--- config.mk ---
export PLATFORM = sky130hd
export DESIGN_NAME = tlvi_unit
export DESIGN_NICKNAME = d
export VERILOG_FILES = /design/src/include/tlvi_pkg.sv /design/src/include/tlvi_arb_if.sv /design/src/core/tlvi_first_req.sv /design/src/core/tlvi_unit.sv
export SDC_FILE = /design/constraint.sdc
export NUM_CORES = 1
export LEC_CHECK = 0
export ABC_AREA = 1
export BUFFER_PORTS_ARGS = -buffer_cell sky130_fd_sc_hd__buf_2
export CAP_MARGIN = 5
export CORE_UTILIZATION = 40
export CTS_CLUSTER_SIZE = 25
export DETAILED_ROUTE_END_ITERATION = 6
export GPL_TIMING_DRIVEN = 0
export PLACE_DENSITY_LB_ADDON = 0.2
export SETUP_SLACK_MARGIN = 0.1
export SYNTH_ARGS = -nofsm -noshare
export SYNTH_HDL_FRONTEND = slang
export SYNTH_SLANG_ARGS = --single-unit
--- constraint.sdc ---
create_clock -name pclk -period 2 [get_ports pclk]
set_input_delay 0.2 -clock pclk [delete_from_list [all_inputs] [get_ports pclk]]
set_output_delay 0.2 -clock pclk [all_outputs]
set_load 0.005 [all_outputs]
--- src/include/tlvi_pkg.sv ---
// package for the two-level vectored interrupt unit: register indices,
// field positions, reset values, flag-to-source map and handshake states.
// assumes APB with 32-bit data; byte address = register index * 4.
//
// Operation
// - fourteen sources, two levels, low after reset
// - several flags may request one source vector
// - flags set regardless of any enable bit
// - disabled pending flag raises no request
// - call vector once current instruction completes
// - return ends service, frees its priority level
// - global gate bit seven blocks every source
// - enable cleared mid-instruction may still be taken
// - vectoring clears external and timer0/1 flags only
// - flag still set after return re-requests
// - software setting a flag acts as event
// - high preempts low; nothing preempts high
// - higher level wins, then lowest order number
// - sample every cycle; best response five cycles
// - one instruction runs after return before call
// - worst unnested response is eighteen cycles
// - equal or lower level waits past return
// - vectors 0x0003 plus eight per order slot
// - enable and priority bits share positions
package tlvi_pkg;

  // -----------------------------------------------------------------
  // sizes
  // -----------------------------------------------------------------
  localparam int NSRC = 15;
  localparam int SRC_W = 4;
  localparam int NFLAG = 24;
  localparam int ADDR_W = 10;
  localparam int VEC_W = 16;

  // -----------------------------------------------------------------
  // register indices (byte address is four times the index)
  // -----------------------------------------------------------------
  localparam logic [7:0] IDX_PRI_EN = 8'ha8;
  localparam logic [7:0] IDX_PRI_PRIO = 8'hb8;
  localparam logic [7:0] IDX_EXT_EN = 8'he6;
  localparam logic [7:0] IDX_EXT_PRIO = 8'hf6;
  localparam logic [7:0] IDX_PEND = 8'h10;
  localparam logic [7:0] IDX_STAT = 8'h11;

  // -----------------------------------------------------------------
  // fields and reset values
  // -----------------------------------------------------------------
  localparam int GATE_BIT = 7;
  localparam int PRIO_RO_BIT = 7;
  localparam int EXT_RSVD_BIT = 6;
  localparam int PRI_SRC_N = 7;
  localparam int EXT_LOW_N = 6;
  localparam int RSVD_SRC = 13;
  localparam int PMATCH_SRC = 8;
  localparam int LAST_SRC = 14;
  localparam logic [7:0] EN_RST = 8'h00;
  localparam logic [7:0] PRIO_RST = 8'h00;
  localparam logic [NFLAG-1:0] PEND_RST = 24'h000000;
  localparam logic [7:0] PRIO_RO_VAL = 8'h80;
  // status word positions
  localparam int ST_REQ_BIT = 0;
  localparam int ST_LO_BIT = 1;
  localparam int ST_HI_BIT = 2;
  localparam int ST_HOLD_BIT = 3;
  localparam int ST_VEC_LSB = 16;

  // -----------------------------------------------------------------
  // vectors and timing
  // -----------------------------------------------------------------
  localparam logic [VEC_W-1:0] VEC_RESET = 16'h0000;
  localparam logic [VEC_W-1:0] VEC_BASE = 16'h0003;
  localparam logic [VEC_W-1:0] VEC_STEP = 16'h0008;
  localparam int DETECT_CYCLES = 1;
  localparam int CALL_CYCLES = 4;
  localparam int BEST_RESPONSE = DETECT_CYCLES + CALL_CYCLES;
  localparam int WORST_RESPONSE = 18;

  // -----------------------------------------------------------------
  // flag map: owning source of each flag, and flags cleared on vectoring
  // -----------------------------------------------------------------
  localparam logic [NFLAG-1:0][SRC_W-1:0] FLAG_SRC = {
    4'he, 4'he, 4'hc, 4'hc, 4'hb, 4'hb, 4'hb, 4'hb, 4'hb, 4'ha, 4'h9, 4'h7,
    4'h6, 4'h6, 4'h6, 4'h6, 4'h5, 4'h5, 4'h4, 4'h4, 4'h3, 4'h2, 4'h1, 4'h0};
  localparam logic [NFLAG-1:0] FLAG_HWCLR = 24'h00000f;

  typedef enum logic [1:0] {
    TLVI_IDLE = 2'b00,
    TLVI_REQ = 2'b01,
    TLVI_ACKED = 2'b11,
    TLVI_RETI = 2'b10
  } tlvi_state_e;

endpackage

--- src/include/tlvi_arb_if.sv ---
// carrier between the unit and one per-level first-request finder.
// assumes a purely combinational finder on the far side.
`timescale 1ns/10ps
`default_nettype none
interface tlvi_arb_if #(parameter int N = 15, parameter int IW = 4);
  logic [N-1:0] req;
  logic valid;
  logic [IW-1:0] idx;
  modport unit (output req, input valid, input idx);
  modport finder (input req, output valid, output idx);
endinterface
`default_nettype wire

--- src/core/tlvi_first_req.sv ---
// lowest-index request finder for one priority level.
// assumes combinational use; the caller registers the result.
`timescale 1ns/10ps
`default_nettype none
module tlvi_first_req #(
  parameter int N = 15,
  parameter int IW = 4
) (
  // arbitration carrier
  tlvi_arb_if.finder arb
);
  always_comb begin
    arb.valid = 1'b0;
    arb.idx = '0;
    // scan from the top so the lowest order number is left standing
    for (int i = N - 1; i >= 0; i--) begin
      if (arb.req[i]) begin
        arb.valid = 1'b1;
        arb.idx = IW'(i);
      end
    end
  end
endmodule
`default_nettype wire

--- src/core/tlvi_unit.sv ---
// two-level vectored interrupt unit with an APB register port.
// assumes the core acks a request only at an instruction boundary and
// reports return completion and every instruction completion.
//
// The implementer's own choices: the address map and the APB register port.
`timescale 1ns/10ps
`default_nettype none
module tlvi_unit
  import tlvi_pkg::*;
(
  // clock and reset
  input wire logic pclk,
  input wire logic presetn,
  // apb slave
  input wire logic psel,
  input wire logic penable,
  input wire logic pwrite,
  input wire logic [ADDR_W-1:0] paddr,
  input wire logic [31:0] pwdata,
  output logic [31:0] prdata,
  output logic pready,
  output logic pslverr,
  // peripheral flag events, one-cycle pulses; port match is a held level with no flag
  input wire logic [NFLAG-1:0] flag_set,
  input wire logic port_match,
  // core handshake
  output logic irq_req,
  output logic [VEC_W-1:0] irq_vector,
  input wire logic irq_ack,
  input wire logic reti_done,
  input wire logic instr_done
);

  // -----------------------------------------------------------------
  // register state
  // -----------------------------------------------------------------
  logic [7:0] pri_en_q;
  logic [7:0] pri_prio_q;
  logic [7:0] ext_en_q;
  logic [7:0] ext_prio_q;
  logic [NFLAG-1:0] pend_q;
  logic [NFLAG-1:0] pend_d;
  logic act_hi_q;
  logic act_lo_q;
  tlvi_state_e state_q;
  tlvi_state_e state_d;
  logic irq_req_q;
  logic [VEC_W-1:0] irq_vector_q;
  logic [SRC_W-1:0] irq_src_q;
  logic irq_hi_q;
  logic [31:0] prdata_q;
  logic pready_q;
  logic pslverr_q;

  // -----------------------------------------------------------------
  // apb decode
  // -----------------------------------------------------------------
  logic [7:0] acc_idx;
  logic acc_ok;
  logic access;
  logic wr_fire;
  logic [31:0] rd_val;
  logic [31:0] stat_word;

  assign acc_idx = paddr[ADDR_W-1:2];
  assign access = psel && penable;
  // a write lands only on the edge where pready is seen high
  assign wr_fire = access && pready_q && pwrite && acc_ok;

  always_comb begin
    acc_ok = 1'b1;
    rd_val = '0;
    case (acc_idx)
      IDX_PRI_EN: rd_val = {24'h000000, pri_en_q};
      IDX_PRI_PRIO: rd_val = {24'h000000, pri_prio_q | PRIO_RO_VAL};
      IDX_EXT_EN: rd_val = {24'h000000, ext_en_q};
      IDX_EXT_PRIO: rd_val = {24'h000000, ext_prio_q};
      IDX_PEND: rd_val = {8'h00, pend_q};
      IDX_STAT: rd_val = stat_word;
      default: acc_ok = 1'b0;
    endcase
    if (paddr[1:0] != 2'b00) begin
      acc_ok = 1'b0;
    end
  end

  // one wait state: data is registered on the same edge that pready rises
  always_ff @(posedge pclk or negedge presetn) begin
    if (!presetn) begin
      pready_q <= 1'b0;
      prdata_q <= '0;
      pslverr_q <= 1'b0;
    end else if (access && !pready_q) begin
      pready_q <= 1'b1;
      prdata_q <= pwrite ? 32'h00000000 : (acc_ok ? rd_val : 32'h00000000);
      pslverr_q <= !acc_ok;
    end else begin
      pready_q <= 1'b0;
      prdata_q <= '0;
      pslverr_q <= 1'b0;
    end
  end

  // -----------------------------------------------------------------
  // enable and priority registers
  // -----------------------------------------------------------------
  always_ff @(posedge pclk or negedge presetn) begin
    if (!presetn) begin
      pri_en_q <= EN_RST;
      pri_prio_q <= PRIO_RST;
      ext_en_q <= EN_RST;
      ext_prio_q <= PRIO_RST;
    end else if (wr_fire) begin
      case (acc_idx)
        IDX_PRI_EN: pri_en_q <= pwdata[7:0];
        IDX_PRI_PRIO: pri_prio_q <= pwdata[7:0] & ~PRIO_RO_VAL;
        IDX_EXT_EN: ext_en_q <= pwdata[7:0];
        IDX_EXT_PRIO: ext_prio_q <= pwdata[7:0];
        default: ;
      endcase
    end
  end

  // -----------------------------------------------------------------
  // per-source views of enable, level and pending
  // -----------------------------------------------------------------
  logic [NSRC-1:0] src_en;
  logic [NSRC-1:0] src_hi;
  logic [NSRC-1:0] src_pend;
  logic [NSRC-1:0] src_live;

  always_comb begin
    src_en = '0;
    src_hi = '0;
    // first seven on primary bits, rest on extended bits 0..5 and 7
    src_en[PRI_SRC_N-1:0] = pri_en_q[PRI_SRC_N-1:0];
    src_hi[PRI_SRC_N-1:0] = pri_prio_q[PRI_SRC_N-1:0];
    src_en[PRI_SRC_N+EXT_LOW_N-1:PRI_SRC_N] = ext_en_q[EXT_LOW_N-1:0];
    src_hi[PRI_SRC_N+EXT_LOW_N-1:PRI_SRC_N] = ext_prio_q[EXT_LOW_N-1:0];
    src_en[LAST_SRC] = ext_en_q[7];
    src_hi[LAST_SRC] = ext_prio_q[7];
    // reserved slot never requests
    src_en[RSVD_SRC] = 1'b0;
  end

  always_comb begin
    src_pend = '0;
    // any flag of a source requests that source's single vector
    for (int f = 0; f < NFLAG; f++) begin
      if (pend_q[f]) begin
        src_pend[FLAG_SRC[f]] = 1'b1;
      end
    end
    // port match has no flag of its own; its level requests directly
    if (port_match) begin
      src_pend[PMATCH_SRC] = 1'b1;
    end
  end

  // global gate overrides every individual enable
  assign src_live = src_pend & src_en & {NSRC{pri_en_q[GATE_BIT]}};

  // -----------------------------------------------------------------
  // arbitration: one finder per level
  // -----------------------------------------------------------------
  tlvi_arb_if #(.N(NSRC), .IW(SRC_W)) arb_hi ();
  tlvi_arb_if #(.N(NSRC), .IW(SRC_W)) arb_lo ();

  assign arb_hi.req = src_live & src_hi;
  assign arb_lo.req = src_live & ~src_hi;

  tlvi_first_req #(.N(NSRC), .IW(SRC_W)) u_find_hi (
    .arb(arb_hi.finder)
  );
  tlvi_first_req #(.N(NSRC), .IW(SRC_W)) u_find_lo (
    .arb(arb_lo.finder)
  );

  logic win_valid;
  logic win_hi;
  logic [SRC_W-1:0] win_idx;
  logic win_allowed;

  always_comb begin
    // high level beats low regardless of order number
    win_hi = arb_hi.valid;
    win_valid = arb_hi.valid || arb_lo.valid;
    win_idx = arb_hi.valid ? arb_hi.idx : arb_lo.idx;
    // only a high request may interrupt a low routine; none a high one
    if (act_hi_q) begin
      win_allowed = 1'b0;
    end else if (act_lo_q) begin
      win_allowed = win_hi;
    end else begin
      win_allowed = win_valid;
    end
  end

  // -----------------------------------------------------------------
  // handshake with the core
  // -----------------------------------------------------------------
  logic ack_take;
  assign ack_take = irq_ack && irq_req_q;

  always_comb begin
    state_d = state_q;
    case (state_q)
      TLVI_IDLE: begin
        if (win_allowed) begin
          state_d = TLVI_REQ;
        end
      end
      TLVI_REQ: begin
        if (ack_take) begin
          state_d = TLVI_ACKED;
        end else if (reti_done) begin
          state_d = TLVI_RETI;
        end else if (!win_allowed) begin
          // an enable cleared before the boundary withdraws the request
          state_d = TLVI_IDLE;
        end
      end
      TLVI_ACKED: begin
        // one settling cycle so cleared flags are not re-requested
        state_d = reti_done ? TLVI_RETI : TLVI_IDLE;
      end
      TLVI_RETI: begin
        // at least one more instruction completes before the next call
        if (instr_done) begin
          state_d = TLVI_IDLE;
        end
      end
      default: state_d = TLVI_IDLE;
    endcase
    if (reti_done && state_q != TLVI_RETI) begin
      state_d = TLVI_RETI;
    end
  end

  always_ff @(posedge pclk or negedge presetn) begin
    if (!presetn) begin
      state_q <= TLVI_IDLE;
    end else begin
      state_q <= state_d;
    end
  end

  // request and vector are re-decoded each clock outside ack, return, ACKED and RETI; the core takes them
  // only at an instruction boundary, so best case is detect plus the call
  always_ff @(posedge pclk or negedge presetn) begin
    if (!presetn) begin
      irq_req_q <= 1'b0;
      irq_vector_q <= VEC_RESET;
      irq_src_q <= '0;
      irq_hi_q <= 1'b0;
    end else if (ack_take || reti_done || state_q == TLVI_RETI
                 || state_q == TLVI_ACKED) begin
      irq_req_q <= 1'b0;
    end else begin
      irq_req_q <= win_allowed;
      if (win_allowed) begin
        irq_vector_q <= VEC_W'(VEC_BASE + VEC_W'(win_idx) * VEC_STEP);
        irq_src_q <= win_idx;
        irq_hi_q <= win_hi;
      end
    end
  end

  // -----------------------------------------------------------------
  // active level tracking
  // -----------------------------------------------------------------
  always_ff @(posedge pclk or negedge presetn) begin
    if (!presetn) begin
      act_hi_q <= 1'b0;
      act_lo_q <= 1'b0;
    end else if (ack_take) begin
      if (irq_hi_q) begin
        act_hi_q <= 1'b1;
      end else begin
        act_lo_q <= 1'b1;
      end
    end else if (reti_done) begin
      // return closes the innermost routine, which is high if any
      if (act_hi_q) begin
        act_hi_q <= 1'b0;
      end else begin
        act_lo_q <= 1'b0;
      end
    end
  end

  // -----------------------------------------------------------------
  // pending flags
  // -----------------------------------------------------------------
  always_comb begin
    pend_d = pend_q;
    // software write replaces the flags; writing a one acts as an event
    if (wr_fire && acc_idx == IDX_PEND) begin
      pend_d = pwdata[NFLAG-1:0];
    end
    // vectoring clears only the external and timer 0/1 flags
    if (ack_take) begin
      for (int f = 0; f < NFLAG; f++) begin
        if (FLAG_HWCLR[f] && FLAG_SRC[f] == irq_src_q) begin
          pend_d[f] = 1'b0;
        end
      end
    end
    // events set flags whatever the enables; a set beats any clear
    pend_d = pend_d | flag_set;
  end

  always_ff @(posedge pclk or negedge presetn) begin
    if (!presetn) begin
      pend_q <= PEND_RST;
    end else begin
      pend_q <= pend_d;
    end
  end

  // -----------------------------------------------------------------
  // status word and outputs
  // -----------------------------------------------------------------
  always_comb begin
    stat_word = '0;
    stat_word[ST_REQ_BIT] = irq_req_q;
    stat_word[ST_LO_BIT] = act_lo_q;
    stat_word[ST_HI_BIT] = act_hi_q;
    stat_word[ST_HOLD_BIT] = (state_q == TLVI_RETI);
    stat_word[ST_VEC_LSB +: VEC_W] = irq_vector_q;
  end

  assign prdata = prdata_q;
  assign pready = pready_q;
  assign pslverr = pslverr_q;
  assign irq_req = irq_req_q;
  assign irq_vector = irq_vector_q;

endmodule
`default_nettype wire

==> results of run 1 <==
==> metrics by stage <==
step                area [um^2]  std cells  hold slack (ps)  setup slack [ps]  utilization
finish                     6060        891             34.3               189        0.529
global route               6060        891             39.2              62.5        0.529
CTS                        5860        884             35.5               107        0.511
detailed placement         5510        865              247              -153        0.480
global placement           5480        864              387              -159        0.478
floorplan                  4800        622            -95.6               318            -
==> Yosys cell counts (3+ instances only) <==
cell	number
nor2_4	5
nor2_1	55
nand4_1	22
buf_4	23
dfrtp_1	92
o21ai_1	19
inv_1	108
nand2_2	3
buf_2	5
a21oi_1	25
o21ai_0	41
nor3_1	22
o22ai_1	25
nand2_1	114
buf_6	4
nand3_1	23
==> final cells by class <==
cell class	instances	area (um^2)	share of cell area
inverters	111	417	0.0687
clock inverters	6	72.6	0.0120
flip-flops and latches	92	2300	0.380
well taps	143	179	0.0295
multi-input cells	386	2000	0.330
plain buffers	34	262	0.0431
clock buffers	9	225	0.0372
repair buffers	110	604	0.0997
==> sequential cells by signal, indices dropped and copies added (netlist names) <==
register	flops
irq_vector	2
irq_req	1
pend_q	24
pslverr	1
pready	1
act_lo_q	1
irq_src_q	3
act_hi_q	1
ext_prio_q	8
prdata	24
irq_hi_q	1
pri_en_q	8
state_q	2
pri_prio_q	7
ext_en_q	8
==> metal layers <==
layer	vias to the layer above	global-route usage	wire (um)
met2	141	0.357	6250
li1	2199	-	-
met1	2145	0.289	5780
met5	-	0	0
met3	31	0.0508	839
met4	0	0.0907	323
==> how the worst max path moves through the flow <==
stage | from | to | slack, ps | depth (start not counted)
finish | pri_en_q[7] | irq_hi_q | 190 | 13
global route | pri_en_q[7] | irq_src_q[0] | 60 | 16
floorplan | pri_en_q[7] | irq_hi_q | 320 | 13
detailed placement | paddr[3] | prdata[4] | -150 | 13
CTS | pend_q[8] | irq_hi_q | 110 | 12
global placement | presetn | prdata[0] | -160 | 1
==> cells by family (layout without fill, tap and decap cells) <==
logic type | after synthesis | in the layout
AOI/OAI and AO/OA | 113 | 113
buffers and inverters | 145 | 270
DFF | 92 | 92
other | 1 | 18
and+or+nand+nor | 254 | 255
==> where the power goes <==
| group | total, mW | internal (mW) | leakage, nW | switching (mW) |
|---|---|---|---|---|
| Clock | 1.74 | 0.975 | 0.142 | 0.765 |
| Combinational | 0.526 | 0.204 | 2.11 | 0.322 |
| Sequential | 2.01 | 1.94 | 1.01 | 0.0736 |
==> what timing repair did <==
item,CTS,global route
gates resized for setup,7,51
pin swaps,2,19
buffers inserted,2,5
hold buffers,1,0
gates cloned,1,2
endpoints found under the hold margin,43,0
endpoints found under the setup margin,7,27
==> worst min-delay path, delay by kind of cell <==
family	cells	cell delay, ps
buffers and inverters	2	100
AND/OR/NAND/NOR	1	50
==> impl_table.tex, run 1 <==
\begin{tabular}{lr}
\hline
Metric & Value \\
\hline
\multicolumn{2}{l}{\textbf{Logic synthesis}} \\
Multiplexer fraction of the synthesized cell area & 0 \\
Fraction of the yosys area taken by sequential cells & 0.486 \\
Share of flip-flops with an asynchronous set or reset after synthesis & 1.00 \\
Most area-hungry cell type in the Yosys netlist & dfrtp\_1 \\
Top-area cell type share of the netlist area & 0.486 \\
Post-synthesis adder-cell area fraction & 0 \\
Leading post-synthesis cells by cell area & dfrtp\_1, nand2\_1, inv\_1 \\
EDFF count, synth & 0 \\
Xor-xnor portion of the synthesized cell area & 0 \\
Mean post-synth cell area & 7.83 um\^{}2 \\
Cell area after synthesis & 4740 um\^{}2 \\
Count of state elements after synthesis & 92 \\
Dominant combinational cell family by area after synthesis & simple AND/OR/NAND/NOR gates \\
Predominant post-synthesis flop cell & dfrtp\_1 \\
Compound-cell area share of the yosys netlist & 0.128 \\
Basic-gate share of the synthesized area counting and, or, nand and nor cells & 0.245 \\
Cells after Synth & 605 \\
YS warnings & 0 \\
Number of distinct library cells after synthesis & 32 \\
\multicolumn{2}{l}{\textbf{STA}} \\
Final-report setup violation count & 0 \\
Post-route setup TNS & 0 ps \\
Relative slew slack & 0.615 \\
Worst Clk Skew & 13.4 ps \\
FMAX & 0.552 GHz \\
Number of hold violations in the final report & 0 \\
Slew @ Worst Pin & 577 ps \\
RSZ-0062 raised after global routing & true \\
Final Max Slew Viols & 0 \\
Fraction of the cycle the final worst path needs & 0.906 \\
Tmin final & 1810 ps \\
\multicolumn{2}{l}{\textbf{Route}} \\
Count of TritonRoute iterations in the first routing pass & 6 \\
Per-cell via count in the routed design & 5.07 \\
Remaining antenna violation count & 0 \\
Routed length per placed instance & 14.8 um \\
DRC marker count from the first detailed-route iteration & 215 \\
Post-route DRC & 0 \\
Final routed wirelength across all metal layers & 13.2 mm \\
Detailed-route via count & 4516 \\
\multicolumn{2}{l}{\textbf{Hold path}} \\
HP Start & flag\_set[0] \\
Hold-critical path endpoint & pend\_q[0] \\
Class of the tightest hold or removal check & input port to flop \\
Worst Hold Depth & 3 \\
\multicolumn{2}{l}{\textbf{Floorplan}} \\
Die height & 111 um \\
Full die area & 12300 um\^{}2 \\
Initial core utilization & 0.413 \\
Site row count & 39 \\
Die outline width & 111 um \\
Core Footprint & 11500 um\^{}2 \\
I/O pin cnt & 126 \\
\multicolumn{2}{l}{\textbf{Global routing}} \\
Vias in the first global route & 4407 \\
Wire length of the first global-routing pass & 21.2 mm \\
Maximum number of pins on one net before global-route repair & 50 \\
Overflow after GRT & 0 \\
Total track usage & 0.222 \\
Antenna violations before repair & 0 \\
\multicolumn{2}{l}{\textbf{Power}} \\
Overall power consumption & 4.28 mW \\
Leakage power & 3.27 nW \\
IR Drop Worst-Case VDD & 0.373 mV \\
Power density over cell area & 706 nW/um\^{}2 \\
\multicolumn{2}{l}{\textbf{Placed design}} \\
RePlAce Congestion & 0.913 \\
Count of input and output buffers & 99 \\
Final HPWL DP & 9.82 mm \\
\multicolumn{2}{l}{\textbf{Clocking}} \\
CTS Buffer Depth & 2 \\
CTS tree & built \\
CTS H-tree lvls & 3 \\
Number of clock buffers inserted by TritonCTS & 9 \\
Clock root buffer master & clkbuf\_16 \\
Insertion delay of the later-clocked pin in the worst-skew pair & 350 ps \\
CTS Sinks & 92 \\
CTS clock-pin slew for the worst setup and hold paths & 70 ps \\
\multicolumn{2}{l}{\textbf{Layout}} \\
Area growth from synthesis to final layout & 27.9\% \\
Most frequent cells in the layout & nand2\_1, inv\_1, buf\_2, dfrtp\_1, nor2\_1 \\
Number of nets in the layout & 819 \\
Count of filler cells inserted in the layout & 1095 \\
Share of layout cells above drive strength 1 & 0.285 \\
Most common library cell in the layout ignoring fill and taps & nand2\_1 \\
Antenna diode instance count & 0 \\
\multicolumn{2}{l}{\textbf{Critical path}} \\
Critical Path Start Type & flop \\
Setup slack, reg-to-reg & 190 ps \\
Startpoint of the worst register-to-register path & pri\_en\_q[7] \\
WP buf/inv & 2 \\
Endpoint kind of the worst setup timing path & flop \\
Worst Reg-to-Reg Cells & 13 \\
Setup CP Type & flop to flop \\
Max Fanout on Critical Path & 5 \\
CP Cell Sequence & buf\_6 -> nand3\_4 -> nor2\_4 -> nor2\_2 -> and3\_4 -> nand2\_4 -> o21ai\_2 -> nand2\_2 -> nand2\_4 -> nor2\_4 -> inv\_2 -> nand2\_1 -> o21ai\_0 \\
Endpoint of the lowest-slack register-to-register path & irq\_hi\_q \\
CP Data Required Time & 2230 ps \\
Top cell family by delay on the critical path & simple AND/OR/NAND/NOR gates \\
Crit-path slowest cell & dfrtp\_2 \\
Arr. time, crit path & 2040 ps \\
Largest stage delay on the critical path & 430 ps \\
\multicolumn{2}{l}{\textbf{Outcome}} \\
Outcome & finished clean \\
\multicolumn{2}{l}{\textbf{Flow run}} \\
Reported max-cap violation count & 0 \\
\hline
\end{tabular}
Note: power is estimated with default switching activity, not from simulation.
==> inputs of run 2 (changes only) <==
PLACE_DENSITY = 0.61   (was unset)
PLACE_DENSITY_LB_ADDON = unset   (was 0.2)
==> run 2 against run 1 <==
Effect of this change: via count decreased by 0.78%; core utilization increased by 0.39 points; sequential power about the same; count of clock-buffer cells in the layout is the same; setup slack worse by 25 ps; routed wire length shrank 3.0%; clock skew shrank 6.5 ps; combinational power rose by 5.7%; sequential cell count unchanged; final cell count rose by 1.2%; fmax down 1.4%; global-route usage fell by 0.73 points.
==> impl_table.tex, run 2 (synthesis results as in run 1) <==
\begin{tabular}{lr}
\hline
Metric & Value \\
\hline
\multicolumn{2}{l}{\textbf{STA}} \\
Fin worst setup slack & 164 ps (-25.0 ps) \\
RSZ-0062 raised after global routing & true \\
Number of hold violations in the final report & 0 (unchanged) \\
Fraction of the cycle the final worst path needs & 0.918 (+0.0125) \\
Final-report setup violation count & 0 (unchanged) \\
FMAX & 0.545 GHz (-1.4\%) \\
Final Max Slew Viols & 0 (unchanged) \\
Relative slew slack & 0.660 (+0.0447) \\
Tmin final & 1840 ps (+25.0 ps) \\
Slew @ Worst Pin & 509 ps (-68.5 ps) \\
Worst Clk Skew & 6.89 ps (-6.50 ps) \\
\multicolumn{2}{l}{\textbf{Global routing}} \\
Total track usage & 0.215 (-0.00733) \\
Wire length of the first global-routing pass & 20.5 mm (-3.2\%) \\
Vias in the first global route & 4255 (-3.4\%) \\
Overflow after GRT & 0 (unchanged) \\
Antenna violations before repair & 0 (unchanged) \\
Maximum number of pins on one net before global-route repair & 59 (+18\%) \\
\multicolumn{2}{l}{\textbf{Critical path}} \\
Endpoint kind of the worst setup timing path & flop \\
CP Data Required Time & 2230 ps (about the same) \\
Setup slack, reg-to-reg & 160 ps (-30 ps) \\
Setup CP Type & flop to flop \\
Arr. time, crit path & 2060 ps (+20 ps) \\
Max Fanout on Critical Path & 5 (unchanged) \\
Crit. Startpoint & pri\_en\_q[7] \\
Startpoint of the worst register-to-register path & pri\_en\_q[7] \\
Critical Path Start Type & flop \\
\multicolumn{2}{l}{\textbf{Clocking}} \\
CTS H-tree lvls & 3 (unchanged) \\
Insertion delay of the later-clocked pin in the worst-skew pair & 340 ps (about the same) \\
CTS Buffer Depth & 2 (unchanged) \\
CTS clock-pin slew for the worst setup and hold paths & 70 ps (about the same) \\
CTS Sinks & 92 (unchanged) \\
Clock root buffer master & clkbuf\_16 \\
CTS tree & built \\
Number of clock buffers inserted by TritonCTS & 9 (unchanged) \\
\multicolumn{2}{l}{\textbf{Floorplan}} \\
Full die area & 12300 um\^{}2 (unchanged) \\
Site row count & 39 (unchanged) \\
Core Footprint & 11500 um\^{}2 (unchanged) \\
Initial core utilization & 0.413 (unchanged) \\
Die height & 111 um (unchanged) \\
Die outline width & 111 um (unchanged) \\
I/O pin cnt & 126 (unchanged) \\
\multicolumn{2}{l}{\textbf{Layout}} \\
Count of filler cells inserted in the layout & 1075 (-1.8\%) \\
Area growth from synthesis to final layout & 28.9\% \\
Share of layout cells above drive strength 1 & 0.291 (+0.00641) \\
Most common library cell in the layout ignoring fill and taps & nand2\_1 \\
Most frequent cells in the layout & nand2\_1, inv\_1, buf\_2, dfrtp\_1, buf\_4 \\
Antenna diode instance count & 0 (unchanged) \\
Number of nets in the layout & 829 (+1.2\%) \\
\multicolumn{2}{l}{\textbf{Power}} \\
Power density over cell area & 703 nW/um\^{}2 (-0.31\%) \\
Overall power consumption & 4.30 mW (+0.43\%) \\
Total net switching power & 1.15 mW (-1.2\%) \\
Power share of the clock group & 0.402 (-0.005) \\
Internal power contribution & 3.15 mW (+1.0\%) \\
Combinational Power Share & 0.130 (+0.007) \\
Sequential fraction of design power & 0.469 (about the same) \\
Net switching fraction of the power & 0.267 (-0.00426) \\
IR Drop Worst-Case VDD & 0.444 mV (+19\%) \\
Leakage power & 3.30 nW (+0.90\%) \\
\multicolumn{2}{l}{\textbf{Route}} \\
Remaining antenna violation count & 0 (unchanged) \\
Detailed-route via count & 4481 (-0.78\%) \\
Post-route DRC & 0 (unchanged) \\
Routed length per placed instance & 14.2 um (-4.2\%) \\
Count of TritonRoute iterations in the first routing pass & 5 (-1) \\
Final routed wirelength across all metal layers & 12.8 mm (-3.0\%) \\
DRC marker count from the first detailed-route iteration & 234 (+8.8\%) \\
Per-cell via count in the routed design & 4.97 (-2.0\%) \\
\multicolumn{2}{l}{\textbf{Hold path}} \\
HP Start & flag\_set[0] \\
Class of the tightest hold or removal check & input port to flop \\
\multicolumn{2}{l}{\textbf{Placed design}} \\
Count of input and output buffers & 99 (unchanged) \\
Worst slack after detailed placement & -118 ps (+34.8 ps) \\
RePlAce Congestion & 0.917 (+0.37\%) \\
Final HPWL DP & 9.57 mm (-2.5\%) \\
\multicolumn{2}{l}{\textbf{Flow run}} \\
Reported max-cap violation count & 0 (unchanged) \\
\multicolumn{2}{l}{\textbf{Outcome}} \\
Outcome & finished clean \\
\hline
\end{tabular}
==> run 2: cell types whose count changed in the layout (fill, tap and decap cells not counted), sizes merged <==
cell    change
buf        +10
clkbuf      +1
inv         +1
nor2        -1
==> run 2: worst max-delay path, stage by stage (launching register included) <==
cell and delay, ps:
dfrtp_2 420, buf_6 160, nand3_1 120, nor2_2 180, nor2_2 60, nand2_1 80, inv_2 50, nand2_2 70
o21ai_2 50, nand2_2 80, nand2_2 70, nor2_4 170, inv_1 100, nand2_1 60, o21ai_0 60
==> run 2: power by group through the flow <==
stage               sequential, mW  clock (mW)  combinational, mW
floorplan                     2.03           0              0.258
global placement              2.04           0              0.476
detailed placement            2.04           0              0.496
CTS                           2.01        1.75              0.534
global route                  2.03        1.85              0.626
finish                        2.01        1.73              0.556
==> run 2: worst paths after layout <==
kind	to	depth (start not counted)
setup / recovery	irq_hi_q	14
hold / removal	pend_q[0]	3
setup reg to reg	irq_hi_q	14
hold reg to reg	pslverr	1
max in group asynchronous	pri_en_q[7]	3
min in group asynchronous	irq_src_q[0]	2
==> run 2: metrics by stage <==
stage | cells | util | TNS, ps | hold slack, ps | area, um^2
6_report | 902 | 0.533 | 0 | 35.3 | 6110
5_1_grt | 902 | 0.533 | 0 | 33.1 | 6110
4_1_cts | 890 | 0.516 | 0 | 31.3 | 5910
3_5_place_dp | 865 | 0.480 | -2890 | 189 | 5510
3_3_place_gp | 864 | 0.478 | -14220 | 386 | 5480
2_1_floorplan | 622 | - | 0 | -95.6 | 4800
==> run 2: area by class of cell <==
class / count / area (um^2) / area share
multi-input cells: 385 / 1960 / 0.321
repair buffers: 121 / 689 / 0.113
clock inverters: 7 / 73.8 / 0.0121
plain buffers: 34 / 259 / 0.0424
clock buffers: 9 / 225 / 0.0369
well taps: 143 / 179 / 0.0293
inverters: 111 / 417 / 0.0682
flip-flops and latches: 92 / 2300 / 0.377
==> run 2: repair_timing <==
action | in CTS | in global routing
gates cloned | 0 | 1
pin swaps | 5 | 18
hold endpoints to repair | 34 | 0
gates resized for setup | 13 | 41
setup buffers | 8 | 11
endpoints found under the setup margin | 7 | 18
hold buffers | 1 | 0
==> run 2: per-layer routing <==
metal	vias to the layer above	global-route usage	share of wire
met5	-	0	0
met4	0	0.0871	0.026
met3	31	0.0476	0.071
met2	168	0.352	0.47
met1	2071	0.275	0.43
li1	2211	-	-
